`src/rtl/smsr_map.vh`:
```
// Register map, field positions and reset values of the synchronous master receiver
//
// Behaviour
// - Reception starts only with single or continuous enable
// - Sample data on falling strobe edge
// - Single enable alone receives exactly one word
// - Continuous enable receives until software clears it
// - Both set behaves as continuous reception
// - Clearing continuous enable clears receive errors
// - Polarity invert bit inverts driven strobe
// - Ninth bit enable gives 9-bit words
// - Word done sets flag; interrupt if enabled
// - Ninth bit and error flags in status
// - Low eight bits readable in data register
// - Data pin and strobe pin in synchronous mode
`ifndef SMSR_MAP_VH
`define SMSR_MAP_VH

// ----------------------------------------
// Byte offsets
// ----------------------------------------
`define SMSR_OFS_INTCTL    8'h00
`define SMSR_OFS_PFLAGS    8'h04
`define SMSR_OFS_PENABLE   8'h08
`define SMSR_OFS_PPRIO     8'h0C
`define SMSR_OFS_RSTAT     8'h10
`define SMSR_OFS_RDATA     8'h14
`define SMSR_OFS_TSTAT     8'h18
`define SMSR_OFS_BAUDCTL   8'h1C
`define SMSR_OFS_DIVHI     8'h20
`define SMSR_OFS_DIVLO     8'h24
`define SMSR_OFS_IRQSTAT   8'h28
`define SMSR_OFS_IRQMASK   8'h2C

// ----------------------------------------
// Field positions
// ----------------------------------------
`define SMSR_INT_GIE       7
`define SMSR_INT_PERIPHERAL_INT_ENABLE      6
`define SMSR_PF_RXFLAG     5
`define SMSR_RS_SERIAL_PORT_ENABLE       7
`define SMSR_RS_RX9        6
`define SMSR_RS_SINGLE_RECEIVE_ENABLE       5
`define SMSR_RS_CONTINUOUS_RECEIVE_ENABLE       4
`define SMSR_RS_FRAMING_ERROR_FLAG       2
`define SMSR_RS_OVERRUN_ERROR_FLAG       1
`define SMSR_RS_RECEIVED_NINTH_BIT       0
`define SMSR_TS_STROBE_SOURCE_SELECT       7
`define SMSR_TS_SYNC       4
`define SMSR_TS_HIGH_BAUD_SELECT       2
`define SMSR_BC_IDLE       6
`define SMSR_BC_INV        4
`define SMSR_BC_WIDE       3
`define SMSR_IRQ_WORD      0
`define SMSR_IRQ_OVR       1

// ----------------------------------------
// Reset values
// ----------------------------------------
`define SMSR_RST_BYTE      8'h00
`define SMSR_RST_IRQ       2'h0

`endif

```
`src/rtl/smsr_receiver.v`:
```
// Synchronous master serial receiver with AXI4-Lite register slave
`timescale 1ns/100ps
`include "smsr_map.vh"

module smsr_receiver
(
    input  wire        aclk,
    input  wire        aresetn,
    input  wire [7:0]  s_axi_awaddr,
    input  wire        s_axi_awvalid,
    output wire        s_axi_awready,
    input  wire [31:0] s_axi_wdata,
    input  wire [3:0]  s_axi_wstrb,
    input  wire        s_axi_wvalid,
    output wire        s_axi_wready,
    output reg  [1:0]  s_axi_bresp,
    output reg         s_axi_bvalid,
    input  wire        s_axi_bready,
    input  wire [7:0]  s_axi_araddr,
    input  wire        s_axi_arvalid,
    output wire        s_axi_arready,
    output reg  [31:0] s_axi_rdata,
    output reg  [1:0]  s_axi_rresp,
    output reg         s_axi_rvalid,
    input  wire        s_axi_rready,
    input  wire        serial_data_pin_in,
    output wire        serial_data_pin_out,
    output wire        serial_data_pin_oe,
    input  wire        serial_shift_strobe_pin_in,
    output reg         serial_shift_strobe_pin_out,
    output reg         serial_shift_strobe_pin_oe,
    output wire        irq,
    output wire        cpu_irq
);

// ----------------------------------------
// Registers
// ----------------------------------------
reg  [7:0]  interrupt_control;
reg  [7:0]  peripheral_enables_one;
reg  [7:0]  peripheral_priorities_one;
reg  [7:0]  receive_data_reg;
reg  [7:0]  transmit_status_control;
reg  [7:0]  baud_control;
reg  [7:0]  baud_divisor_high;
reg  [7:0]  baud_divisor_low;
reg         serial_port_enable;
reg         ninth_bit_receive_enable;
reg         single_receive_enable;
reg         continuous_receive_enable;
reg         framing_error_flag;
reg         overrun_error_flag;
reg         received_ninth_bit;
reg         receive_flag;
reg  [1:0]  irq_status;
reg  [1:0]  irq_mask;
reg         rx_active;

// ----------------------------------------
// Bus slave
// ----------------------------------------
reg         aw_held;
reg  [7:0]  aw_addr;
reg         w_held;
reg  [31:0] w_data;
reg  [3:0]  w_strb;
wire        do_write;
wire        do_read;
wire        rdata_read;
wire        rstat_read;
wire        irq_read;
reg  [31:0] next_rdata;
reg  [1:0]  next_rresp;

assign s_axi_awready = !aw_held && !s_axi_bvalid;
assign s_axi_wready  = !w_held && !s_axi_bvalid;
assign s_axi_arready = !s_axi_rvalid;
assign do_write      = aw_held && w_held && !s_axi_bvalid;
assign do_read       = s_axi_arvalid && !s_axi_rvalid;
assign rdata_read    = do_read && (s_axi_araddr == `SMSR_OFS_RDATA);
assign rstat_read    = do_read && (s_axi_araddr == `SMSR_OFS_RSTAT);
assign irq_read      = do_read && (s_axi_araddr == `SMSR_OFS_IRQSTAT);

always @(posedge aclk)
begin
    if (!aresetn)
    begin
        aw_held      <= 1'b0;
        w_held       <= 1'b0;
        aw_addr      <= 8'h00;
        w_data       <= 32'h00000000;
        w_strb       <= 4'h0;
        s_axi_bvalid <= 1'b0;
        s_axi_bresp  <= 2'h0;
    end
    else
    begin
        if (s_axi_awvalid && s_axi_awready)
        begin
            aw_held <= 1'b1;
            aw_addr <= s_axi_awaddr;
        end
        if (s_axi_wvalid && s_axi_wready)
        begin
            w_held <= 1'b1;
            w_data <= s_axi_wdata;
            w_strb <= s_axi_wstrb;
        end
        if (do_write)
        begin
            aw_held      <= 1'b0;
            w_held       <= 1'b0;
            s_axi_bvalid <= 1'b1;
            s_axi_bresp  <= (aw_addr > `SMSR_OFS_IRQMASK || aw_addr[1:0] != 2'h0) ?
                            2'h2 : 2'h0;
        end
        else if (s_axi_bready)
            s_axi_bvalid <= 1'b0;
    end
end

always @*
begin
    next_rresp = 2'h0;
    case (s_axi_araddr)
        `SMSR_OFS_INTCTL:  next_rdata = {24'h000000, interrupt_control};
        `SMSR_OFS_PFLAGS:  next_rdata = {26'h0000000, receive_flag, 5'h00};
        `SMSR_OFS_PENABLE: next_rdata = {24'h000000, peripheral_enables_one};
        `SMSR_OFS_PPRIO:   next_rdata = {24'h000000, peripheral_priorities_one};
        // Error and ninth bit sit here so one read shows them before the data
        `SMSR_OFS_RSTAT:   next_rdata = {24'h000000, serial_port_enable,
                               ninth_bit_receive_enable, single_receive_enable,
                               continuous_receive_enable, 1'b0, framing_error_flag,
                               overrun_error_flag, received_ninth_bit};
        `SMSR_OFS_RDATA:   next_rdata = {24'h000000, receive_data_reg};
        `SMSR_OFS_TSTAT:   next_rdata = {24'h000000, transmit_status_control};
        `SMSR_OFS_BAUDCTL: next_rdata = {24'h000000, baud_control[7],
                               !rx_active, baud_control[5:0]};
        `SMSR_OFS_DIVHI:   next_rdata = {24'h000000, baud_divisor_high};
        `SMSR_OFS_DIVLO:   next_rdata = {24'h000000, baud_divisor_low};
        `SMSR_OFS_IRQSTAT: next_rdata = {30'h00000000, irq_status};
        `SMSR_OFS_IRQMASK: next_rdata = {30'h00000000, irq_mask};
        default:
        begin
            next_rdata = 32'h00000000;
            next_rresp = 2'h2;
        end
    endcase
end

always @(posedge aclk)
begin
    if (!aresetn)
    begin
        s_axi_rvalid <= 1'b0;
        s_axi_rdata  <= 32'h00000000;
        s_axi_rresp  <= 2'h0;
    end
    else if (do_read)
    begin
        s_axi_rvalid <= 1'b1;
        s_axi_rdata  <= next_rdata;
        s_axi_rresp  <= next_rresp;
    end
    else if (s_axi_rready)
        s_axi_rvalid <= 1'b0;
end

// ----------------------------------------
// Pin synchronisers
// ----------------------------------------
reg  [1:0]  data_sync;
reg  [1:0]  strobe_sync;

always @(posedge aclk)
begin
    if (!aresetn)
    begin
        data_sync   <= 2'h0;
        strobe_sync <= 2'h0;
    end
    else
    begin
        data_sync   <= {data_sync[0], serial_data_pin_in};
        strobe_sync <= {strobe_sync[0], serial_shift_strobe_pin_in};
    end
end

// Receive only: the data pin is never driven
assign serial_data_pin_out = 1'b0;
assign serial_data_pin_oe  = 1'b0;

// ----------------------------------------
// Baud generator and shifter
// ----------------------------------------
reg         strobe_level;
reg  [15:0] baud_count;
reg  [3:0]  bit_count;
reg  [8:0]  shift;
wire        master_mode;
wire        want_rx;
wire [15:0] divisor;
wire        baud_tick;
wire        fall_tick;
wire [3:0]  word_bits;
wire        word_done;

assign master_mode = serial_port_enable && transmit_status_control[`SMSR_TS_SYNC] &&
                     transmit_status_control[`SMSR_TS_STROBE_SOURCE_SELECT];
assign want_rx     = master_mode &&
                     (single_receive_enable || continuous_receive_enable);
assign divisor     = baud_control[`SMSR_BC_WIDE] ?
                     {baud_divisor_high, baud_divisor_low} :
                     {8'h00, baud_divisor_low};
assign baud_tick   = rx_active && (baud_count == 16'h0000);
assign fall_tick   = baud_tick && strobe_level;
assign word_bits   = ninth_bit_receive_enable ? 4'h9 : 4'h8;
assign word_done   = fall_tick && (bit_count == word_bits - 4'h1);

always @(posedge aclk)
begin
    if (!aresetn)
    begin
        rx_active    <= 1'b0;
        strobe_level <= 1'b0;
        baud_count   <= 16'h0000;
        bit_count    <= 4'h0;
        shift        <= 9'h000;
    end
    else if (!rx_active)
    begin
        rx_active    <= want_rx;
        strobe_level <= 1'b0;
        baud_count   <= divisor;
        bit_count    <= 4'h0;
    end
    else if (!want_rx)
        rx_active <= 1'b0;
    else if (baud_tick)
    begin
        baud_count   <= divisor;
        strobe_level <= !strobe_level;
        if (fall_tick)
        begin
            // Strobe falls here; data settled during the high half
            shift <= {data_sync[1], shift[8:1]};
            if (word_done)
            begin
                bit_count <= 4'h0;
                // Continuous wins over single; single stops after one word
                rx_active <= continuous_receive_enable;
            end
            else
                bit_count <= bit_count + 4'h1;
        end
    end
    else
        baud_count <= baud_count - 16'h0001;
end

always @(posedge aclk)
begin
    if (!aresetn)
    begin
        serial_shift_strobe_pin_out <= 1'b0;
        serial_shift_strobe_pin_oe  <= 1'b0;
    end
    else
    begin
        serial_shift_strobe_pin_out <= strobe_level ^ baud_control[`SMSR_BC_INV];
        serial_shift_strobe_pin_oe  <= master_mode;
    end
end

// ----------------------------------------
// Control writes and status
// ----------------------------------------
wire        wr_en;
wire [7:0]  wbyte;
wire [8:0]  done_word;

assign wr_en     = do_write && w_strb[0];
assign wbyte     = w_data[7:0];
assign done_word = ninth_bit_receive_enable ? {data_sync[1], shift[8:1]} :
                   {1'b0, data_sync[1], shift[8:2]};

always @(posedge aclk)
begin
    if (!aresetn)
    begin
        interrupt_control         <= `SMSR_RST_BYTE;
        peripheral_enables_one    <= `SMSR_RST_BYTE;
        peripheral_priorities_one <= `SMSR_RST_BYTE;
        transmit_status_control   <= `SMSR_RST_BYTE;
        baud_control              <= `SMSR_RST_BYTE;
        baud_divisor_high         <= `SMSR_RST_BYTE;
        baud_divisor_low          <= `SMSR_RST_BYTE;
        receive_data_reg          <= `SMSR_RST_BYTE;
        serial_port_enable        <= 1'b0;
        ninth_bit_receive_enable  <= 1'b0;
        single_receive_enable     <= 1'b0;
        continuous_receive_enable <= 1'b0;
        framing_error_flag        <= 1'b0;
        overrun_error_flag        <= 1'b0;
        received_ninth_bit        <= 1'b0;
        receive_flag              <= 1'b0;
        irq_mask                  <= `SMSR_RST_IRQ;
    end
    else
    begin
        if (wr_en)
        begin
            case (aw_addr)
                `SMSR_OFS_INTCTL:  interrupt_control <= wbyte;
                `SMSR_OFS_PENABLE: peripheral_enables_one <= wbyte;
                `SMSR_OFS_PPRIO:   peripheral_priorities_one <= wbyte;
                `SMSR_OFS_TSTAT:   transmit_status_control <= wbyte;
                `SMSR_OFS_BAUDCTL: baud_control <= wbyte;
                `SMSR_OFS_DIVHI:   baud_divisor_high <= wbyte;
                `SMSR_OFS_DIVLO:   baud_divisor_low <= wbyte;
                `SMSR_OFS_IRQMASK: irq_mask <= wbyte[1:0];
                `SMSR_OFS_RSTAT:
                begin
                    serial_port_enable        <= wbyte[`SMSR_RS_SERIAL_PORT_ENABLE];
                    ninth_bit_receive_enable  <= wbyte[`SMSR_RS_RX9];
                    single_receive_enable     <= wbyte[`SMSR_RS_SINGLE_RECEIVE_ENABLE];
                    continuous_receive_enable <= wbyte[`SMSR_RS_CONTINUOUS_RECEIVE_ENABLE];
                    if (!wbyte[`SMSR_RS_CONTINUOUS_RECEIVE_ENABLE])
                    begin
                        framing_error_flag <= 1'b0;
                        overrun_error_flag <= 1'b0;
                    end
                end
                default:
                begin
                end
            endcase
        end
        // Reading the data register frees it for the next word
        if (rdata_read)
            receive_flag <= 1'b0;
        if (word_done)
        begin
            receive_flag     <= 1'b1;
            receive_data_reg <= done_word[7:0];
            if (ninth_bit_receive_enable)
                received_ninth_bit <= done_word[8];
            // A word lost while the previous is unread: set beats clear
            if (receive_flag && !rdata_read)
                overrun_error_flag <= 1'b1;
            if (!continuous_receive_enable)
                single_receive_enable <= 1'b0;
        end
    end
end

// ----------------------------------------
// Interrupts
// ----------------------------------------
always @(posedge aclk)
begin
    if (!aresetn)
        irq_status <= `SMSR_RST_IRQ;
    else
    begin
        if (irq_read)
            irq_status <= `SMSR_RST_IRQ;
        if (word_done)
            irq_status[`SMSR_IRQ_WORD] <= 1'b1;
        if (word_done && receive_flag && !rdata_read)
            irq_status[`SMSR_IRQ_OVR] <= 1'b1;
    end
end

assign irq     = |(irq_status & irq_mask);
// Processor request follows the flag and its own enable chain
assign cpu_irq = receive_flag && peripheral_enables_one[`SMSR_PF_RXFLAG] &&
                 interrupt_control[`SMSR_INT_GIE] &&
                 interrupt_control[`SMSR_INT_PERIPHERAL_INT_ENABLE];

endmodule

```
`config.mk`:
```
export PLATFORM = sky130hd
export DESIGN_NAME = smsr_receiver
export DESIGN_NICKNAME = d
export VERILOG_FILES = /design/src/rtl/smsr_receiver.v
export VERILOG_INCLUDE_DIRS = /design/src /design/src/rtl
export SDC_FILE = /design/constraint.sdc
export NUM_CORES = 1
export LEC_CHECK = 0
export BUFFER_PORTS_ARGS = -buffer_cell sky130_fd_sc_hd__buf_2
export CAP_MARGIN = 20
export CORE_MARGIN = 8
export CORE_UTILIZATION = 41
export DETAILED_ROUTE_END_ITERATION = 12
export PLACE_DENSITY_LB_ADDON = 0.3
export SETUP_SLACK_MARGIN = 0.1
export SYNTH_ARGS = -nofsm -noshare
export SYNTH_HDL_FRONTEND = slang
export SYNTH_SLANG_ARGS = --single-unit
```
`constraint.sdc`:
```
create_clock -name aclk -period 2.6 [get_ports aclk]
set_input_delay 0.13 -clock aclk [delete_from_list [all_inputs] [get_ports aclk]]
set_output_delay 0.13 -clock aclk [all_outputs]
set_load 0.03 [all_outputs]
```
# == Yosys cells after proc, flatten, opt, wreduce, memory -nomap -nowiden ==
# Cells that the tools add are included.
# classes
addsub,3
magnitude_cmp,1
n_eq_ne,21
mux,33
bitwise,3
n_reduce_logical,57
# op_table
cell,n
8-bit one-hot mux with 12 select lines,1
16-bit 2-to-1 mux,4
8-bit by 5-bit == test with 1-bit output (second input constant),7
8-bit by 6-bit == test with 1-bit output (second input constant),7
8-bit by 4-bit == test with 1-bit output (second input constant),4
2-bit AND reduction,12
1-bit 2-to-1 mux,23
1-bit logical AND,22
16-bit zero test,1
8-bit zero test,2
16-bit by 1-bit subtractor with 16-bit output (second input constant),1
2-bit nonzero test,6
12-bit OR reduction,1
9-bit 2-to-1 mux,1
8-bit by 3-bit == test with 1-bit output (second input constant),1
8-bit by 6-bit > comparator with 1-bit output (second input constant),1
1-bit zero test,7
2-bit 2-to-1 mux,3
4-bit by 1-bit adder with 4-bit output (second input constant),1
4-bit == test,1
4-bit 2-to-1 mux,1
4-bit AND reduction,1
2-bit OR reduction,2
4-bit by 1-bit subtractor with 4-bit output (second input constant),1
6 further kinds,7
# word_totals
regBits,167
in_bits,61
out_inout_bits,47
elab_cells,154

# == Depth between registers and ports, before layout ==
# logic_depth
word_depth,9
depth_mapped,9
ltp_nobuf,7

# == Worst setup path before layout ==
# No wires, ideal clock.
# synth_timing
path_type,flip-flop to flip-flop
start,register s_axi_bvalid
end,register baud_divisor_high[0]
setup_ns,0.128
arrival_ns,1.871
required_time_ns,2.472
slack_ns,0.601
stages_incl_launch_ff,8
n_path_buf,2
period_less_slack_ns,1.999
cell_sequence,dfxtp_1 -> and3b_1 -> clkbuf_1 -> nand2_1 -> or4_1 -> clkbuf_1 -> mux2i_1 -> nor2_1
# synth_between
elab_chain_len,4
# synth_rtl
element,line,source
from (decl),smsr_receiver.v:17,"output reg s_axi_bvalid,"
from (signal assigned),smsr_receiver.v:93,s_axi_bvalid <= 1'b0;
from (signal assigned),smsr_receiver.v:113,s_axi_bvalid <= 1'b1;
from (signal assigned),smsr_receiver.v:118,s_axi_bvalid <= 1'b0;
1-bit zero test,smsr_receiver.v:78,assign do_write = aw_held && w_held && !s_axi_bvalid;
1-bit logical AND,smsr_receiver.v:78,
1-bit logical AND,smsr_receiver.v:282,assign wr_en = do_write && w_strb[0];
2-bit AND reduction (no line),-,
to (signal assigned),smsr_receiver.v:296,baud_divisor_high <= `SMSR_RST_BYTE;
to (signal assigned),smsr_receiver.v:319,`SMSR_OFS_DIVHI: baud_divisor_high <= wbyte;
to (decl),smsr_receiver.v:45,reg [7:0] baud_divisor_high;
# Every way passes these cells.
# A chain may end at the register's enable or synchronous reset.

# == Worst setup path after layout ==
# layout_timing
start,register baud_count[0]
end,register bit_count[0]
# layout_between
elab_chain_len,5
word_cells_on_any_way,6
cone_classes,1 x mux; 5 x reduce/logical
# layout_rtl
element,line,source
from (decl),smsr_receiver.v:197,reg [15:0] baud_count;
from (signal assigned),smsr_receiver.v:234,baud_count <= divisor;
from (signal assigned),smsr_receiver.v:241,baud_count <= divisor;
from (signal assigned),smsr_receiver.v:258,baud_count <= baud_count - 16'h0001;
16-bit zero test (*),smsr_receiver.v:215,assign baud_tick = rx_active && (baud_count == 16'h0000);
1-bit logical AND (*),smsr_receiver.v:215,
1-bit logical AND,smsr_receiver.v:216,assign fall_tick = baud_tick && strobe_level;
1-bit logical AND,smsr_receiver.v:218,assign word_done = fall_tick && (bit_count == word_bits - 4'h1);
4-bit 2-to-1 mux,smsr_receiver.v:247,if (word_done)
to (signal assigned),smsr_receiver.v:254,bit_count <= bit_count + 4'h1;
to (decl),smsr_receiver.v:198,reg [3:0] bit_count;
# Mark *: on every way between the ends. The rest lies on a longest branch, timed or not.

==> impl_summary.log <==
INFO  metric outcome = completed
INFO  metric worstReg2RegStart = baud_count[0]
INFO  metric cts.repair.resized = 0
INFO  metric ys.flop_type = sky130_fd_sc_hd__dfxtp_1
INFO  metric hold_class = input pin to flip-flop
INFO  metric postSynth.asyncResetShare = 0%
INFO  metric clk-insertion-delay-late = 0.42 ns
INFO  metric yosys-top-cells-count = 139 x sky130_fd_sc_hd__dfxtp_1, 92 x sky130_fd_sc_hd__nand2_1, 80 x sky130_fd_sc_hd__nor2_1, 72 x sky130_fd_sc_hd__a21oi_1, 63 x sky130_fd_sc_hd__mux2i_1
INFO  metric io_buffers = 51
INFO  metric cell_chosen_for_the_clock_root = sky130_fd_sc_hd__clkbuf_16
INFO  metric cts_setup_buffers = 0
INFO  metric netlist.area_leader.share = 41.9%
INFO  metric critical_path.cell_chain = inv_1, ha_1, nor4b_4, nand3_2, or4_4, or3_1, a21oi_1
INFO  metric synthesis.area_per_instance = 8.54 sq um
INFO  metric reg2reg_setup_slack = 0.35 ns
INFO  metric ys_ff_latch = 139
INFO  metric report.final.hold_viol_count = 0
INFO  metric setup_violations = 0
INFO  metric grt_pass1_vias = 5422
INFO  metric overflow = 0
INFO  metric timing.reg2reg.worst_path_depth = 7
INFO  metric drt.antenna.violating_nets = 0
INFO  metric num-fill-cells = 1502
INFO  metric post-route-min-period = 2.25 ns
INFO  metric worstPathArrival = 2.59 ns
INFO  metric worst_case_clock_skew = 0.0102 ns
INFO  metric max_freq = 445 MHz
INFO  metric netlist_top_cells_area = sky130_fd_sc_hd__dfxtp_1 42%, sky130_fd_sc_hd__mux2i_1 9.5%, sky130_fd_sc_hd__a21oi_1 5.4%
INFO  metric die-height = 143 microns
INFO  metric cts.sinks = 139
INFO  metric criticalPathCategory = flip-flop to flip-flop
INFO  metric critPathRequiredTime = 2.95 ns
INFO  metric vias = 5820
INFO  metric placeableCoreArea = 15800 sq um
INFO  metric worst-slew-pin-transition = 0.776 ns
INFO  metric static-leakage-power = 3.02 nW
INFO  metric ir_drop = 477 uV
INFO  metric hold-path-endpoint = aw_held
INFO  metric initialDrtViolationCount = 543
INFO  metric area_growth_syn_to_layout = 18.3%
INFO  metric detail_route.vias_per_cell = 5.45
INFO  metric crit_path_max_fanout = 14
INFO  metric reg2reg_to = bit_count[0]
INFO  metric dieWidth = 143 microns
INFO  metric dp_cells = 1015
INFO  metric largest_register_ffs = 16
INFO  metric wl_per_cell = 17.2 microns
INFO  metric postRouteWirelength = 18400 microns
INFO  metric timing.final.max_slew_violations = 0
INFO  metric antenna_found_initial = 1
INFO  metric synth_enable_flop_cells = 0
INFO  metric rsz0062_at_grt = false
INFO  metric share_of_synthesized_area_occupied_by_flip_flops_and_latches = 41.9%
INFO  metric drive_above_1_share = 16.3%
INFO  metric clock_path_buffers = 2
INFO  metric synth_area = 6640 sq um
INFO  metric cp-end-kind = flip-flop
INFO  metric initial_core_util = 41.9%
INFO  metric netlist_instances = 777
INFO  metric final_min_period_over_clock_period = 86.4%
INFO  metric cap_violations = 0
INFO  metric cellPowerDensity = 641 nW/um^2
INFO  metric slew_headroom = 48.3%
INFO  metric setup.worst_path.start_class = flip-flop
INFO  metric fin_setup_tns = 0 ns
INFO  metric cts_inserted_buffers = 17
INFO  metric worst_path_max_delay_cell = sky130_fd_sc_hd__or4_4
INFO  metric count_of_hold_buffers_inserted_by_post_cts_repair = 20
INFO  metric grt_use_total = 18.3%
INFO  metric grt_start_max_net_pins = 76
INFO  metric grt_first_pass_wirelength = 29400 microns
INFO  metric hp-start = s_axi_awvalid
INFO  metric instances_no_fill = 1067
INFO  metric tritoncts = done
INFO  metric synth_area_leader_cell = sky130_fd_sc_hd__dfxtp_1
INFO  metric antenna_cells = 0
INFO  metric critical_path_s_largest_stage_delay = 0.67 ns
INFO  metric layout.nets = 902
INFO  metric top_register = baud_count
INFO  metric worstHoldPathCells = 3
INFO  metric io_pins = 108
INFO  metric drc_errors = 0
INFO  metric hpwl = 12800 microns
INFO  metric fp-row-count = 46
INFO  metric clk_pin_slew_worst_paths = 0.06 ns
INFO  metric design.die.area = 20500 sq um
INFO  metric yosys.cell_types.count = 60
INFO  metric yosys_warnings = 0
INFO  metric yosysMostFrequentCell = sky130_fd_sc_hd__dfxtp_1
INFO  metric gpl.final_weighted_congestion = 0.857
INFO  metric drtPass1Iterations = 9
INFO  metric cts.htree.levels = 4
[cell families (layout without fill, tap and decap cells)]
family / Yosys count / in the layout / share of synthesized area, %
simple gates: 280 / 280 / 20.7
fa+ha+maj: 3 / 3 / 0.566
flops: 139 / 139 / 41.9
other cells: 1 / 28 / 0.0565
buf+inv: 94 / 141 / 7.14
compound gates: 181 / 181 / 16.7
xor+xnor: 2 / 2 / 0.264
mux: 77 / 77 / 12.7
[layer usage]
layer / GRT usage [%] / share of wire (%)
met1: 25.2 / 47
met2: 27.1 / 44
met3: 5.08 / 7.5
met4: 5.48 / 1.4
met5: 0 / 0.071
[cells in the final DEF (no fill, tap or decap), types with 5 or more instances in the layout]
cell                            count
sky130_fd_sc_hd__mux2i_1           63
sky130_fd_sc_hd__mux2_2             9
sky130_fd_sc_hd__nand2b_1           5
sky130_fd_sc_hd__nor2_1            80
sky130_fd_sc_hd__a32o_1             9
sky130_fd_sc_hd__nand2_1           92
sky130_fd_sc_hd__dlygate4sd3_1     20
sky130_fd_sc_hd__nor3_1            24
sky130_fd_sc_hd__buf_2             51
sky130_fd_sc_hd__inv_1             10
sky130_fd_sc_hd__a211oi_1          10
sky130_fd_sc_hd__o21ai_0           47
sky130_fd_sc_hd__buf_4             27
sky130_fd_sc_hd__conb_1            28
sky130_fd_sc_hd__mux4_2             5
sky130_fd_sc_hd__dfxtp_1          139
sky130_fd_sc_hd__and2_1             5
sky130_fd_sc_hd__clkbuf_16         17
sky130_fd_sc_hd__a21oi_1           72
sky130_fd_sc_hd__nand3_1           22
sky130_fd_sc_hd__and3_1             5
sky130_fd_sc_hd__or3_1              7
[metrics by stage]
step	worst slack (ns)	power (mW)	hold slack, ns	utilization, %	area, sq um
after detailed placement	0.376	2.54	0.355	44.5	7040
after CTS	0.352	5.06	0.178	49.6	7860
after global placement	0.408	2.54	0.352	44.5	7040
after floorplan	0.601	2.48	0.257	-	6740
after global routing	0.208	5.20	0.195	49.6	7860
final	0.354	5.04	0.184	49.6	7860
[area by class of cell]
type	count	area [sq um]	area share (%)
flip-flops and latches	139	2780	35.4
repair buffers	98	658	8.38
multi-input cells	571	3490	44.4
inverters	11	42.5	0.542
clock inverters	10	139	1.77
clock buffers	22	474	6.04
well taps	216	270	3.44
[worst max-delay path by stage]
| stage | startpoint | end | cells past startpoint |
|---|---|---|---|
| 2_1_floorplan | s_axi_bvalid | baud_divisor_high[0] | 7 |
| 3_3_place_gp | baud_count[0] | bit_count[0] | 7 |
| 6_report | baud_count[0] | bit_count[0] | 7 |
| 4_1_cts | baud_count[0] | bit_count[3] | 7 |
| 5_1_grt | baud_count[0] | bit_count[3] | 7 |
| 3_5_place_dp | baud_count[0] | bit_count[3] | 7 |
[report_power, final]
group,internal (mW),switching (mW)
clock,1.59,0.930
sequential,2.16,0.0470
combinational,0.0966,0.221
total,3.84,1.20
[worst max-delay path: cells and delay by family (launching register included)]
kind | cells | cell delay (ns)
and+or+nand+nor | 4 | 1.45
AOI/OAI and AO/OA | 1 | 0.13
DFF | 1 | 0.33
adders and majority gates | 1 | 0.16
buffers and inverters | 1 | 0.11
Power figures use the tool's default switching activity.
